## config.mk

```make
export PLATFORM = sky130hd
export DESIGN_NAME = trc_timer
export DESIGN_NICKNAME = d
export VERILOG_FILES = /design/src/hdl/trc_pkg.sv /design/src/hdl/trc_edge_detect.sv /design/src/hdl/trc_timer.sv
export SDC_FILE = /design/constraint.sdc
export NUM_CORES = 1
export LEC_CHECK = 0
export BUFFER_PORTS_ARGS = -buffer_cell sky130_fd_sc_hd__buf_2
export CORE_ASPECT_RATIO = 0.5
export CORE_MARGIN = 1.5
export CORE_UTILIZATION = 55
export CTS_CLUSTER_DIAMETER = 200
export DETAILED_ROUTE_END_ITERATION = 10
export GPL_TIMING_DRIVEN = 1
export PLACE_DENSITY = 0.86
export SYNTH_ARGS = -nofsm -noshare
export SYNTH_HDL_FRONTEND = slang
export SYNTH_SLANG_ARGS = --single-unit
export TNS_END_PERCENT = 100
```

## constraint.sdc

```tcl
create_clock -name clk -period 2.5 [get_ports clk]
set_input_delay 0.375 -clock clk [delete_from_list [all_inputs] [get_ports clk]]
set_output_delay 0.375 -clock clk [all_outputs]
set_load 0.1 [all_outputs]
```

## src/hdl/trc_pkg.sv

```systemverilog
// Package with register map, field positions, reset values and timing constants of the timer.
package trc_pkg;

	// ------------------------------------------------------------
	// Register offsets (byte addresses, one word each)
	// ------------------------------------------------------------
	localparam logic [3:0] OFS_CTRL    = 4'h0;
	localparam logic [3:0] OFS_COUNT   = 4'h4;
	localparam logic [3:0] OFS_RELOAD  = 4'h8;
	localparam logic [3:0] OFS_STATUS  = 4'hC;
	localparam int         ADDR_W      = 4;

	// ------------------------------------------------------------
	// Control field positions
	// ------------------------------------------------------------
	localparam int CTRL_RUN       = 0;
	localparam int CTRL_CAPMODE   = 1;
	localparam int CTRL_UPDOWN    = 2;
	localparam int CTRL_EXTEN     = 3;
	localparam int CTRL_RISING    = 4;
	localparam int CTRL_PRESCALE  = 5;
	localparam int CTRL_W         = 6;
	localparam int CTRL_MASK_LSB  = 8;

	// Status bits: reload event and capture event.
	localparam int STAT_RELOAD    = 0;
	localparam int STAT_CAPTURE   = 1;
	localparam int STAT_W         = 2;

	// ------------------------------------------------------------
	// Reset values and fixed counts
	// ------------------------------------------------------------
	localparam logic [5:0]  CTRL_RESET   = 6'h00;
	localparam logic [15:0] COUNT_RESET  = 16'h0000;
	localparam logic [15:0] RELOAD_RESET = 16'h0000;
	localparam logic [15:0] COUNT_TOP    = 16'hFFFF;
	localparam logic [15:0] COUNT_ZERO   = 16'h0000;
	localparam int          PRESCALE_DIV = 12;
	localparam logic [3:0]  DIV_LAST     = 4'(PRESCALE_DIV - 1);

endpackage

```

## src/hdl/trc_edge_detect.sv

```systemverilog
// Edge detector for the external input pin: one sample stage plus a history stage.
`timescale 1ns/1ns
`default_nettype none
module trc_edge_detect (
	// Clock and reset
	input  wire logic clk,
	input  wire logic srst,
	// Pin and selection
	input  wire logic pinIn,
	input  wire logic selRising,
	// Results
	output logic      level,
	output logic      edgeSeen
);
	typedef struct packed {
		logic sample;
		logic prev;
		logic hit;
	} trc_edge_t;

	trc_edge_t state;
	trc_edge_t next_state;

	always_comb begin
		next_state        = state;
		next_state.sample = pinIn;
		next_state.prev   = state.sample;
		// Two successive samples differing in the selected direction give exactly one pulse per edge of that polarity.
		next_state.hit    = selRising ? (state.sample & ~state.prev)
		                              : (~state.sample & state.prev);
	end

	always_ff @(posedge clk) begin
		if (srst) begin
			state <= '0;
		end else begin
			state <= next_state;
		end
	end

	assign level    = state.sample;
	assign edgeSeen = state.hit;
endmodule
`default_nettype wire

```

## src/hdl/trc_timer.sv

```systemverilog
// Top of the 16-bit reload/capture timer with its Wishbone register slave.
//
// The placing of the registers and the Wishbone slave port were chosen for this implementation.
`timescale 1ns/1ns
`default_nettype none

// Functional notes
// - The timer is a 16-bit counter working either in auto-reload mode or in capture mode.
// - With the prescale bit clear the counter steps once every twelve clock cycles.
// - The counter keeps running through overflow, underflow and capture while enabled.
// - Up-only auto-reload counts upward from the reload value and overflows past FFFF.
// - Up-only auto-reload can reload on overflow alone or also on a chosen pin edge.
// - An up-counting reload outside capture mode loads the software-written reload/capture register.
// - Up-only auto-reload raises an interrupt on every reload, overflow or edge caused.
// - In up/down mode the pin level picks the counting direction at each step.
// - Up/down mode raises no interrupt on reloads in either direction.
// - Counting up in up/down mode reloads from the register only on overflow past FFFF.
// - Counting down it underflows on reaching the register value and reloads FFFF.
// - Capture mode counts up from 0000, overflows at FFFF and reloads 0000.
// - In capture mode a chosen pin edge copies the count into the reload/capture register.
// - Capture mode raises an interrupt on every overflow reload and every capture.
module trc_timer (
	// Clock and reset
	input  wire logic        clk,
	input  wire logic        srst,
	// Wishbone slave
	input  wire logic        wb_cyc_i,
	input  wire logic        wb_stb_i,
	input  wire logic        wb_we_i,
	input  wire logic [3:0]  wb_adr_i,
	input  wire logic [3:0]  wb_sel_i,
	input  wire logic [31:0] wb_dat_i,
	output logic      [31:0] wb_dat_o,
	output logic             wb_ack_o,
	// External pin and interrupt
	input  wire logic        timerExternalInput,
	output logic             irq
);
	// ------------------------------------------------------------
	// State
	// ------------------------------------------------------------
	typedef struct packed {
		logic [trc_pkg::CTRL_W-1:0] ctrl;
		logic [trc_pkg::STAT_W-1:0] mask;
		logic [trc_pkg::STAT_W-1:0] status;
		logic [15:0]                gpTimerCount;
		logic [15:0]                reloadCaptureValue;
		logic [3:0]                 div;
		logic [31:0]                rdata;
		logic                       ack;
		logic                       irq;
	} trc_state_t;

	trc_state_t state;
	trc_state_t next_state;

	logic pinLevel;
	logic pinEdge;

	trc_edge_detect u_edge (
		.clk       (clk),
		.srst      (srst),
		.pinIn     (timerExternalInput),
		.selRising (state.ctrl[trc_pkg::CTRL_RISING]),
		.level     (pinLevel),
		.edgeSeen  (pinEdge)
	);

	// ------------------------------------------------------------
	// Next state
	// ------------------------------------------------------------
	always_comb begin
		logic                       run;
		logic                       capMode;
		logic                       upDown;
		logic                       tick;
		logic                       access;
		logic [trc_pkg::STAT_W-1:0] setEv;
		logic [trc_pkg::STAT_W-1:0] clrEv;
		run     = state.ctrl[trc_pkg::CTRL_RUN];
		capMode = state.ctrl[trc_pkg::CTRL_CAPMODE];
		upDown  = state.ctrl[trc_pkg::CTRL_UPDOWN];
		tick    = 1'b0;
		setEv   = '0;
		clrEv   = '0;
		access  = wb_cyc_i & wb_stb_i & ~state.ack;
		next_state = state;

		// Divider: a prescaler-bypass bit lets the count step every clock.
		if (run) begin
			if (state.ctrl[trc_pkg::CTRL_PRESCALE]) begin
				tick = 1'b1;
			end else if (state.div == trc_pkg::DIV_LAST) begin
				tick           = 1'b1;
				next_state.div = '0;
			end else begin
				next_state.div = state.div + 4'h1;
			end
		end else begin
			next_state.div = '0;
		end

		// Counter; run alone keeps it going through every event.
		if (run && capMode) begin
			if (tick) begin
				if (state.gpTimerCount == trc_pkg::COUNT_TOP) begin
					next_state.gpTimerCount = trc_pkg::COUNT_ZERO;
					setEv[trc_pkg::STAT_RELOAD] = 1'b1;
				end else begin
					next_state.gpTimerCount = state.gpTimerCount + 16'h0001;
				end
			end
			if (pinEdge) begin
				next_state.reloadCaptureValue = state.gpTimerCount;
				setEv[trc_pkg::STAT_CAPTURE]  = 1'b1;
			end
		end else if (run && upDown) begin
			// No status bit is set here, so no interrupt arises.
			if (tick) begin
				if (pinLevel) begin
					if (state.gpTimerCount == trc_pkg::COUNT_TOP) begin
						next_state.gpTimerCount = state.reloadCaptureValue;
					end else begin
						next_state.gpTimerCount = state.gpTimerCount + 16'h0001;
					end
				end else if (state.gpTimerCount == state.reloadCaptureValue) begin
					next_state.gpTimerCount = trc_pkg::COUNT_TOP;
				end else begin
					next_state.gpTimerCount = state.gpTimerCount - 16'h0001;
				end
			end
		end else if (run) begin
			if (pinEdge && state.ctrl[trc_pkg::CTRL_EXTEN]) begin
				next_state.gpTimerCount = state.reloadCaptureValue;
				setEv[trc_pkg::STAT_RELOAD] = 1'b1;
			end else if (tick) begin
				if (state.gpTimerCount == trc_pkg::COUNT_TOP) begin
					next_state.gpTimerCount = state.reloadCaptureValue;
					setEv[trc_pkg::STAT_RELOAD] = 1'b1;
				end else begin
					next_state.gpTimerCount = state.gpTimerCount + 16'h0001;
				end
			end
		end

		// Register access; every access is answered one cycle after the strobe.
		next_state.ack   = access;
		next_state.rdata = '0;
		if (access && wb_we_i && wb_sel_i[0]) begin
			case (wb_adr_i)
				trc_pkg::OFS_CTRL: begin
					next_state.ctrl = wb_dat_i[trc_pkg::CTRL_W-1:0];
				end
				trc_pkg::OFS_COUNT: begin
					next_state.gpTimerCount[7:0] = wb_dat_i[7:0];
				end
				trc_pkg::OFS_RELOAD: begin
					next_state.reloadCaptureValue[7:0] = wb_dat_i[7:0];
				end
				trc_pkg::OFS_STATUS: begin
					clrEv = wb_dat_i[trc_pkg::STAT_W-1:0];
				end
				default: begin
				end
			endcase
		end
		if (access && wb_we_i && wb_sel_i[1]) begin
			case (wb_adr_i)
				trc_pkg::OFS_CTRL: begin
					next_state.mask =
						wb_dat_i[trc_pkg::CTRL_MASK_LSB +: trc_pkg::STAT_W];
				end
				trc_pkg::OFS_COUNT: begin
					next_state.gpTimerCount[15:8] = wb_dat_i[15:8];
				end
				trc_pkg::OFS_RELOAD: begin
					next_state.reloadCaptureValue[15:8] = wb_dat_i[15:8];
				end
				default: begin
				end
			endcase
		end
		if (access && !wb_we_i) begin
			case (wb_adr_i)
				trc_pkg::OFS_CTRL: begin
					next_state.rdata[trc_pkg::CTRL_W-1:0] = state.ctrl;
					next_state.rdata[trc_pkg::CTRL_MASK_LSB +: trc_pkg::STAT_W] = state.mask;
				end
				trc_pkg::OFS_COUNT: begin
					next_state.rdata[15:0] = state.gpTimerCount;
				end
				trc_pkg::OFS_RELOAD: begin
					next_state.rdata[15:0] = state.reloadCaptureValue;
				end
				trc_pkg::OFS_STATUS: begin
					next_state.rdata[trc_pkg::STAT_W-1:0] = state.status;
				end
				default: begin
				end
			endcase
		end

		// A hardware event in the clearing cycle wins over the clear.
		next_state.status = (state.status & ~clrEv) | setEv;
		next_state.irq    = |(next_state.status & next_state.mask);
	end

	// ------------------------------------------------------------
	// Registers
	// ------------------------------------------------------------
	always_ff @(posedge clk) begin
		if (srst) begin
			state                    <= '0;
			state.ctrl               <= trc_pkg::CTRL_RESET;
			state.gpTimerCount       <= trc_pkg::COUNT_RESET;
			state.reloadCaptureValue <= trc_pkg::RELOAD_RESET;
		end else begin
			state <= next_state;
		end
	end

	assign wb_dat_o = state.rdata;
	assign wb_ack_o = state.ack;
	assign irq      = state.irq;
endmodule
`default_nettype wire

```

==> Word-level counts from Yosys, hierarchy flattened <==
Cells that the tools add are included.
W data, S select, Z words.
{ "classes": {"addsub": 3, "reduce_logical": 13, "n_bitwise": 13, "muxes": 43, "n_eq_ne": 6} }
{ "ops": {"columns": ["cell", "count"], "rows": [
  ["$mux W16", 13],
  ["$mux W8", 8],
  ["$add A16 B1 Y16 const B", 1],
  ["$eq A16 B16 Y1", 1],
  ["$eq A16 B16 Y1 const B", 1],
  ["$sub A16 B1 Y16 const B", 1],
  ["$eq A4 B4 Y1 const B", 3],
  ["$mux W1", 12],
  ["$pmux W4 S3", 1],
  ["$pmux W6 S2", 1],
  ["$mux W2", 4],
  ["$pmux W2 S4", 1],
  ["$logic_and A1 B1 Y1", 7],
  ["$pmux W2 S3", 1],
  ["$reduce_or A2 Y1", 3],
  ["$not A1 Y1", 5],
  ["$add A4 B1 Y4 const B", 1],
  ["$and A1 B1 Y1", 4],
  ["$and A2 B2 Y2", 2],
  ["$eq A4 B3 Y1 const B", 1],
  ["$logic_not A4 Y1", 1],
  ["$mux W4", 1],
  ["$pmux W2 S2", 1],
  ["$not A2 Y2", 1],
  ["3 further kinds", 3]
]} }
{ "totals": {"ff_bits": 83, "output_inout_bits": 34, "inputBits": 46} }

==> Depth between registers and ports, before layout <==
{ "logic_depth": {"depth_word": 12, "mapped_depth": 11} }

==> Modules after synthesis <==
Synthesis repeated with hierarchy kept, for this count alone.
{ "hier_totals": {"hier_cells": 686, "area_unflattened_um2": 5101.1} }
{ "modules_own_cells": {"columns": ["module", "instances", "area_per_inst_um2", "cells_per_inst"], "rows": [
  ["trc_timer", 1, 5003.5, 678],
  ["trc_edge_detect", 1, 97.6, 8]
]} }

==> Worst setup path before layout <==
No wires, ideal clock.
{ "synth_path": {"path_type": "reg2reg", "from": "register state (netlist bit wb_ack_o)", "to": "register state[68] in the netlist's numbering", "arrival_ns": 2.308, "period_less_slack_ns": 2.442, "required_ns": 2.366, "path_stages_with_launch": 8, "setup_ns": 0.134, "path_slack_ns": 0.058, "cell_sequence": "dfxtp_1 > and3b_1 > and3_1 > and2_1 > clkbuf_1 > a221o_1 > a221oi_1 > a211oi_1"} }
{ "synth_between": {"elab_chain_len": 5} }
{ "synth_lines": {"columns": ["item", "line", "text"], "rows": [
  ["start, declared", "trc_timer.sv:54", "trc_state_t state;"],
  ["start signal, assigned", "trc_timer.sv:218", "state <= next_state;"],
  ["$not A1 Y1", "trc_timer.sv:86", "access = wb_cyc_i & wb_stb_i & ~state.ack;"],
  ["$and A1 B1 Y1", "trc_timer.sv:86", null],
  ["$logic_and A1 B1 Y1 (2 in series)", "trc_timer.sv:167", "if (access && wb_we_i && wb_sel_i[1]) begin"],
  ["$mux W8", "trc_timer.sv:167", null]
]} }
No other way between the ends.
A chain may end at the register's enable or synchronous reset.

==> Worst setup path after layout <==
{ "layout_path": {"from": "register state[56] in the netlist's numbering", "to": "register state[63] in the netlist's numbering"} }
{ "layout_between": {"elab_chain_len": 9, "elab_cells_between_ends": 17, "classes_between": "add/sub (2); eq/ne (2); mux (13)"} }
{ "layout_lines": {"columns": ["item", "line", "text"], "rows": [
  ["$add A16 B1 Y16 or $eq A16 B16 Y1 (tied branches)", null, null],
  ["$mux W16", "trc_timer.sv:121, trc_timer.sv:137", null],
  ["$mux W16", "trc_timer.sv:136", "end else if (tick) begin"],
  ["$mux W16", "trc_timer.sv:133", "if (pinEdge && state.ctrl[trc_pkg::CTRL_EXTEN]) begin"],
  ["$mux W16", "trc_timer.sv:132", "end else if (run) begin"],
  ["$mux W16", "trc_timer.sv:117", "end else if (run && upDown) begin"],
  ["$mux W16 *", "trc_timer.sv:104", "if (run && capMode) begin"],
  ["$mux W8", "trc_timer.sv:168", "case (wb_adr_i)"],
  ["$mux W8 *", "trc_timer.sv:167", null]
]} }
Every way passes the cells marked *; elsewhere a longest branch is shown, timed or not.

==> out/results.txt <==
RePlAce Congestion - 1.049
GR peak layer - met2
Met2 usage - 60.53%
CP Launch Type - flip-flop
Grt met1 use - 56.08%
Wire per inst - 23.03 µm
Maximum vdd drop - 379.6 µV
Slew headroom - 46.77%
Period minus WS final - 2457 ps
Dpl cells - 866
Buf+Inv Stages, Crit Path - 2
Yosys warnings - 0
DP HPWL - 14.78 mm
Die height - 71.57 µm
Most frequent CP cell - buf_4
Global-route wire length before repair - 30.87 mm
Path type of the worst min-delay path - input pin to flip-flop
Core ar. - 0.008919 mm²
Fmax - 407.0 MHz
Clk_skew - 6.530 ps
Routed wire length - 20.33 mm
Leakage - 2.507 nW
Fraction of registers with async set/reset - 0%
Cts hold-fix bufs - 0
Critical path type - flip-flop to flip-flop
DRT iter0 DRCs - 1029
Via count - 6036
Arrival @ worst endpoint - 2690 ps
Nets - 810
Clock Tree Buf Depth - 2
Avg Synthesized Cell Area - 7.345 µm²
Total GRT Usage - 40.96%
Worst EP required - 2730 ps
Register area share after synthesis - 25.94%
Remaining Overflow, GRT - 0
Horiz. Die Dim - 140.1 µm
CTS tree - built
Outcome - finished, final reports clean
Clk sink count - 67
Placed Area - 0.005727 mm²
Area Overhead vs Synth - 17.95%
Post-synth top flop - dfxtp_1
Slew Limit Fails - 0
Grt met3 use - 14.24%
Most frequent cells in the layout - nor2_1 (90), buf_4 (80), nand2_1 (73)
Initial Utilization - 57.98%
Synth cell types - 75
# H-tree levels - 3
Setup TNS - 0 ps
Final hold viol count - 0
Site Rows - 24
Drt pass-1 iters - 7
Latest clock arrival within the worst-skew pair - 340 ps
Reg clk slew, reported paths - 60 ps
CP Cell Sequence - buf_4 > buf_4 > and4_1 > nand4_1 > xnor2_1 > mux2_2 > o211ai_1 > nand3_1 > a32o_1
Most common cell after layout, fill and taps aside - nor2_1
Crit-path max FO - 10
Pin count of the biggest net entering global routing - 43
Worst path max stage delay - 380 ps
Vias in the first global route - 5397
Number of max-cap violations - 0
Total CTS buffers - 9
Finished Layout Cells - 883
Final setup viols - 0
Crit-path slowest cell - dfxtp_1
Design area - 0.006100 mm²
Initial antenna violation count - 0
Share of cells above drive strength 1 - 21.54%
Crit share post-route - 98.29%
Post-synthesis cell area - 0.005171 mm²
I/O pin total - 80
FF+latch count, synth - 67
DRC violations left - 0
Worst-Margin Slew - 788.1 ps
Power, Total - 0.002732 W
Die Footprint - 0.01003 mm²
Port Buffers - 45
DRT antenna net count - 0
Mapped Cells - 704
PD cells - 447.9 mW/mm²
RSZ-0062 raised after global routing - false
Hold_ws - 241.3 ps
CTS Root Cell - clkbuf_16
Vias/cell - 6.836
Post-synth EDFFs - 0
Worst path top cell family by delay - simple AND/OR/NAND/NOR gates
Ant. Diodes - 0
CP Capture Type - flip-flop
[Yosys cell counts (3+ instances only)]
master | instances | area (µm²)
a311oi_1 | 17 | 148.9
buf_4 | 36 | 270.3
o2111ai_1 | 5 | 43.79
nand3_1 | 29 | 145.1
nand3b_1 | 3 | 22.52
ha_1 | 3 | 37.54
nand2_1 | 74 | 277.8
and4_1 | 4 | 35.03
a31oi_1 | 10 | 62.56
a211oi_1 | 9 | 67.56
dfxtp_1 | 67 | 1341
xnor2_1 | 9 | 78.83
nor4_1 | 11 | 68.82
a32oi_1 | 3 | 26.28
o311a_1 | 3 | 30.03
o21ai_0 | 32 | 160.2
buf_2 | 13 | 65.06
nand4_1 | 10 | 62.56
and3_1 | 10 | 62.56
clkbuf_1 | 41 | 153.9
a2111oi_0 | 3 | 26.28
nor2_1 | 91 | 341.6
o21ai_1 | 4 | 20.02
o32ai_1 | 3 | 26.28
and3b_1 | 3 | 26.28
o21bai_1 | 3 | 22.52
and2_1 | 7 | 43.79
nor4_2 | 3 | 37.54
o221ai_1 | 8 | 70.07
a221oi_1 | 10 | 87.58
nor3_1 | 9 | 45.04
o211ai_1 | 5 | 37.54
a22oi_1 | 12 | 90.09
xor2_1 | 21 | 183.9
o2bb2ai_1 | 3 | 26.28
buf_1 | 4 | 15.01
mux2i_1 | 20 | 200.2
a21boi_0 | 4 | 30.03
inv_1 | 10 | 37.54
o31ai_1 | 4 | 30.03
or3_1 | 3 | 18.77
nor2b_1 | 3 | 18.77
a21oi_1 | 40 | 200.2
o21a_1 | 3 | 22.52
[kinds of logic (layout without fill, tap and decap cells)]
| family | after synthesis | in the layout | share of synthesized area [%] |
|---|---|---|---|
| AOI/OAI and AO/OA | 200 | 200 | 27.15 |
| xor gates and xnor gates | 30 | 30 | 5.081 |
| adders and majority gates | 3 | 3 | 0.7259 |
| buffers and inverters | 108 | 155 | 11.08 |
| DFF | 67 | 67 | 25.94 |
| muxes | 23 | 23 | 4.524 |
| other | 1 | 16 | 0.07252 |
| and+or+nand+nor | 272 | 272 | 25.43 |
[layer usage]
metal  wire (µm)  part of all wire, %
met5           0                    0
met4         782                  3.8
met3        3178                   16
met2        8192                   40
met1        8181                   40
[report_power, final]
part	switching, W	total, W	internal (W)
logic	0.000212	0.000267	0.0000543
registers	0.00000494	0.00108	0.00107
clock network	0.000513	0.00139	0.000875
total	0.000730	0.00273	0.00200
[worst paths after layout]
| check | end | slack, ps | from | depth (start not counted) |
|---|---|---|---|---|
| setup reg to reg | state[63] | 40 | state[56] | 9 |
| hold reg to reg | u_edge.edgeSeen | 490 | u_edge.state[1] | 2 |
| hold / removal | u_edge.level | 240 | timerExternalInput | 2 |
| setup / recovery | state[63] | 40 | state[56] | 9 |
[sequential cells by signal, summed over array words and instances (netlist names)]
name / cells
irq: 1
state: 46
u_edge.edgeSeen: 1
u_edge.level: 1
u_edge.state: 1
wb_ack_o: 1
wb_dat_o: 16
[repair_timing]
action / in CTS / in global routing
setup endpoints to repair: 3 / 7
gates resized for setup: 2 / 10
setup buffers: 0 / 1
pin swaps: 0 / 2
[area by class of cell]
cell class | count | area, µm²
multi-input combinational | 544 | 3366
inverter | 11 | 41.29
timing repair buffer | 128 | 885.9
clock buffer | 10 | 229.0
clock inverter | 6 | 90.09
tap | 117 | 146.4
fill | 771 | 2819
sequential | 67 | 1341
[metrics by stage]
stage               utilization, %  setup WS, ps
floorplan                        -         58.41
global placement             64.21        -5.951
detailed placement           64.21        -82.81
CTS                          67.82         51.49
global route                 68.39         1.165
finish                       68.39         42.81
Power figures use the tool's default switching activity.
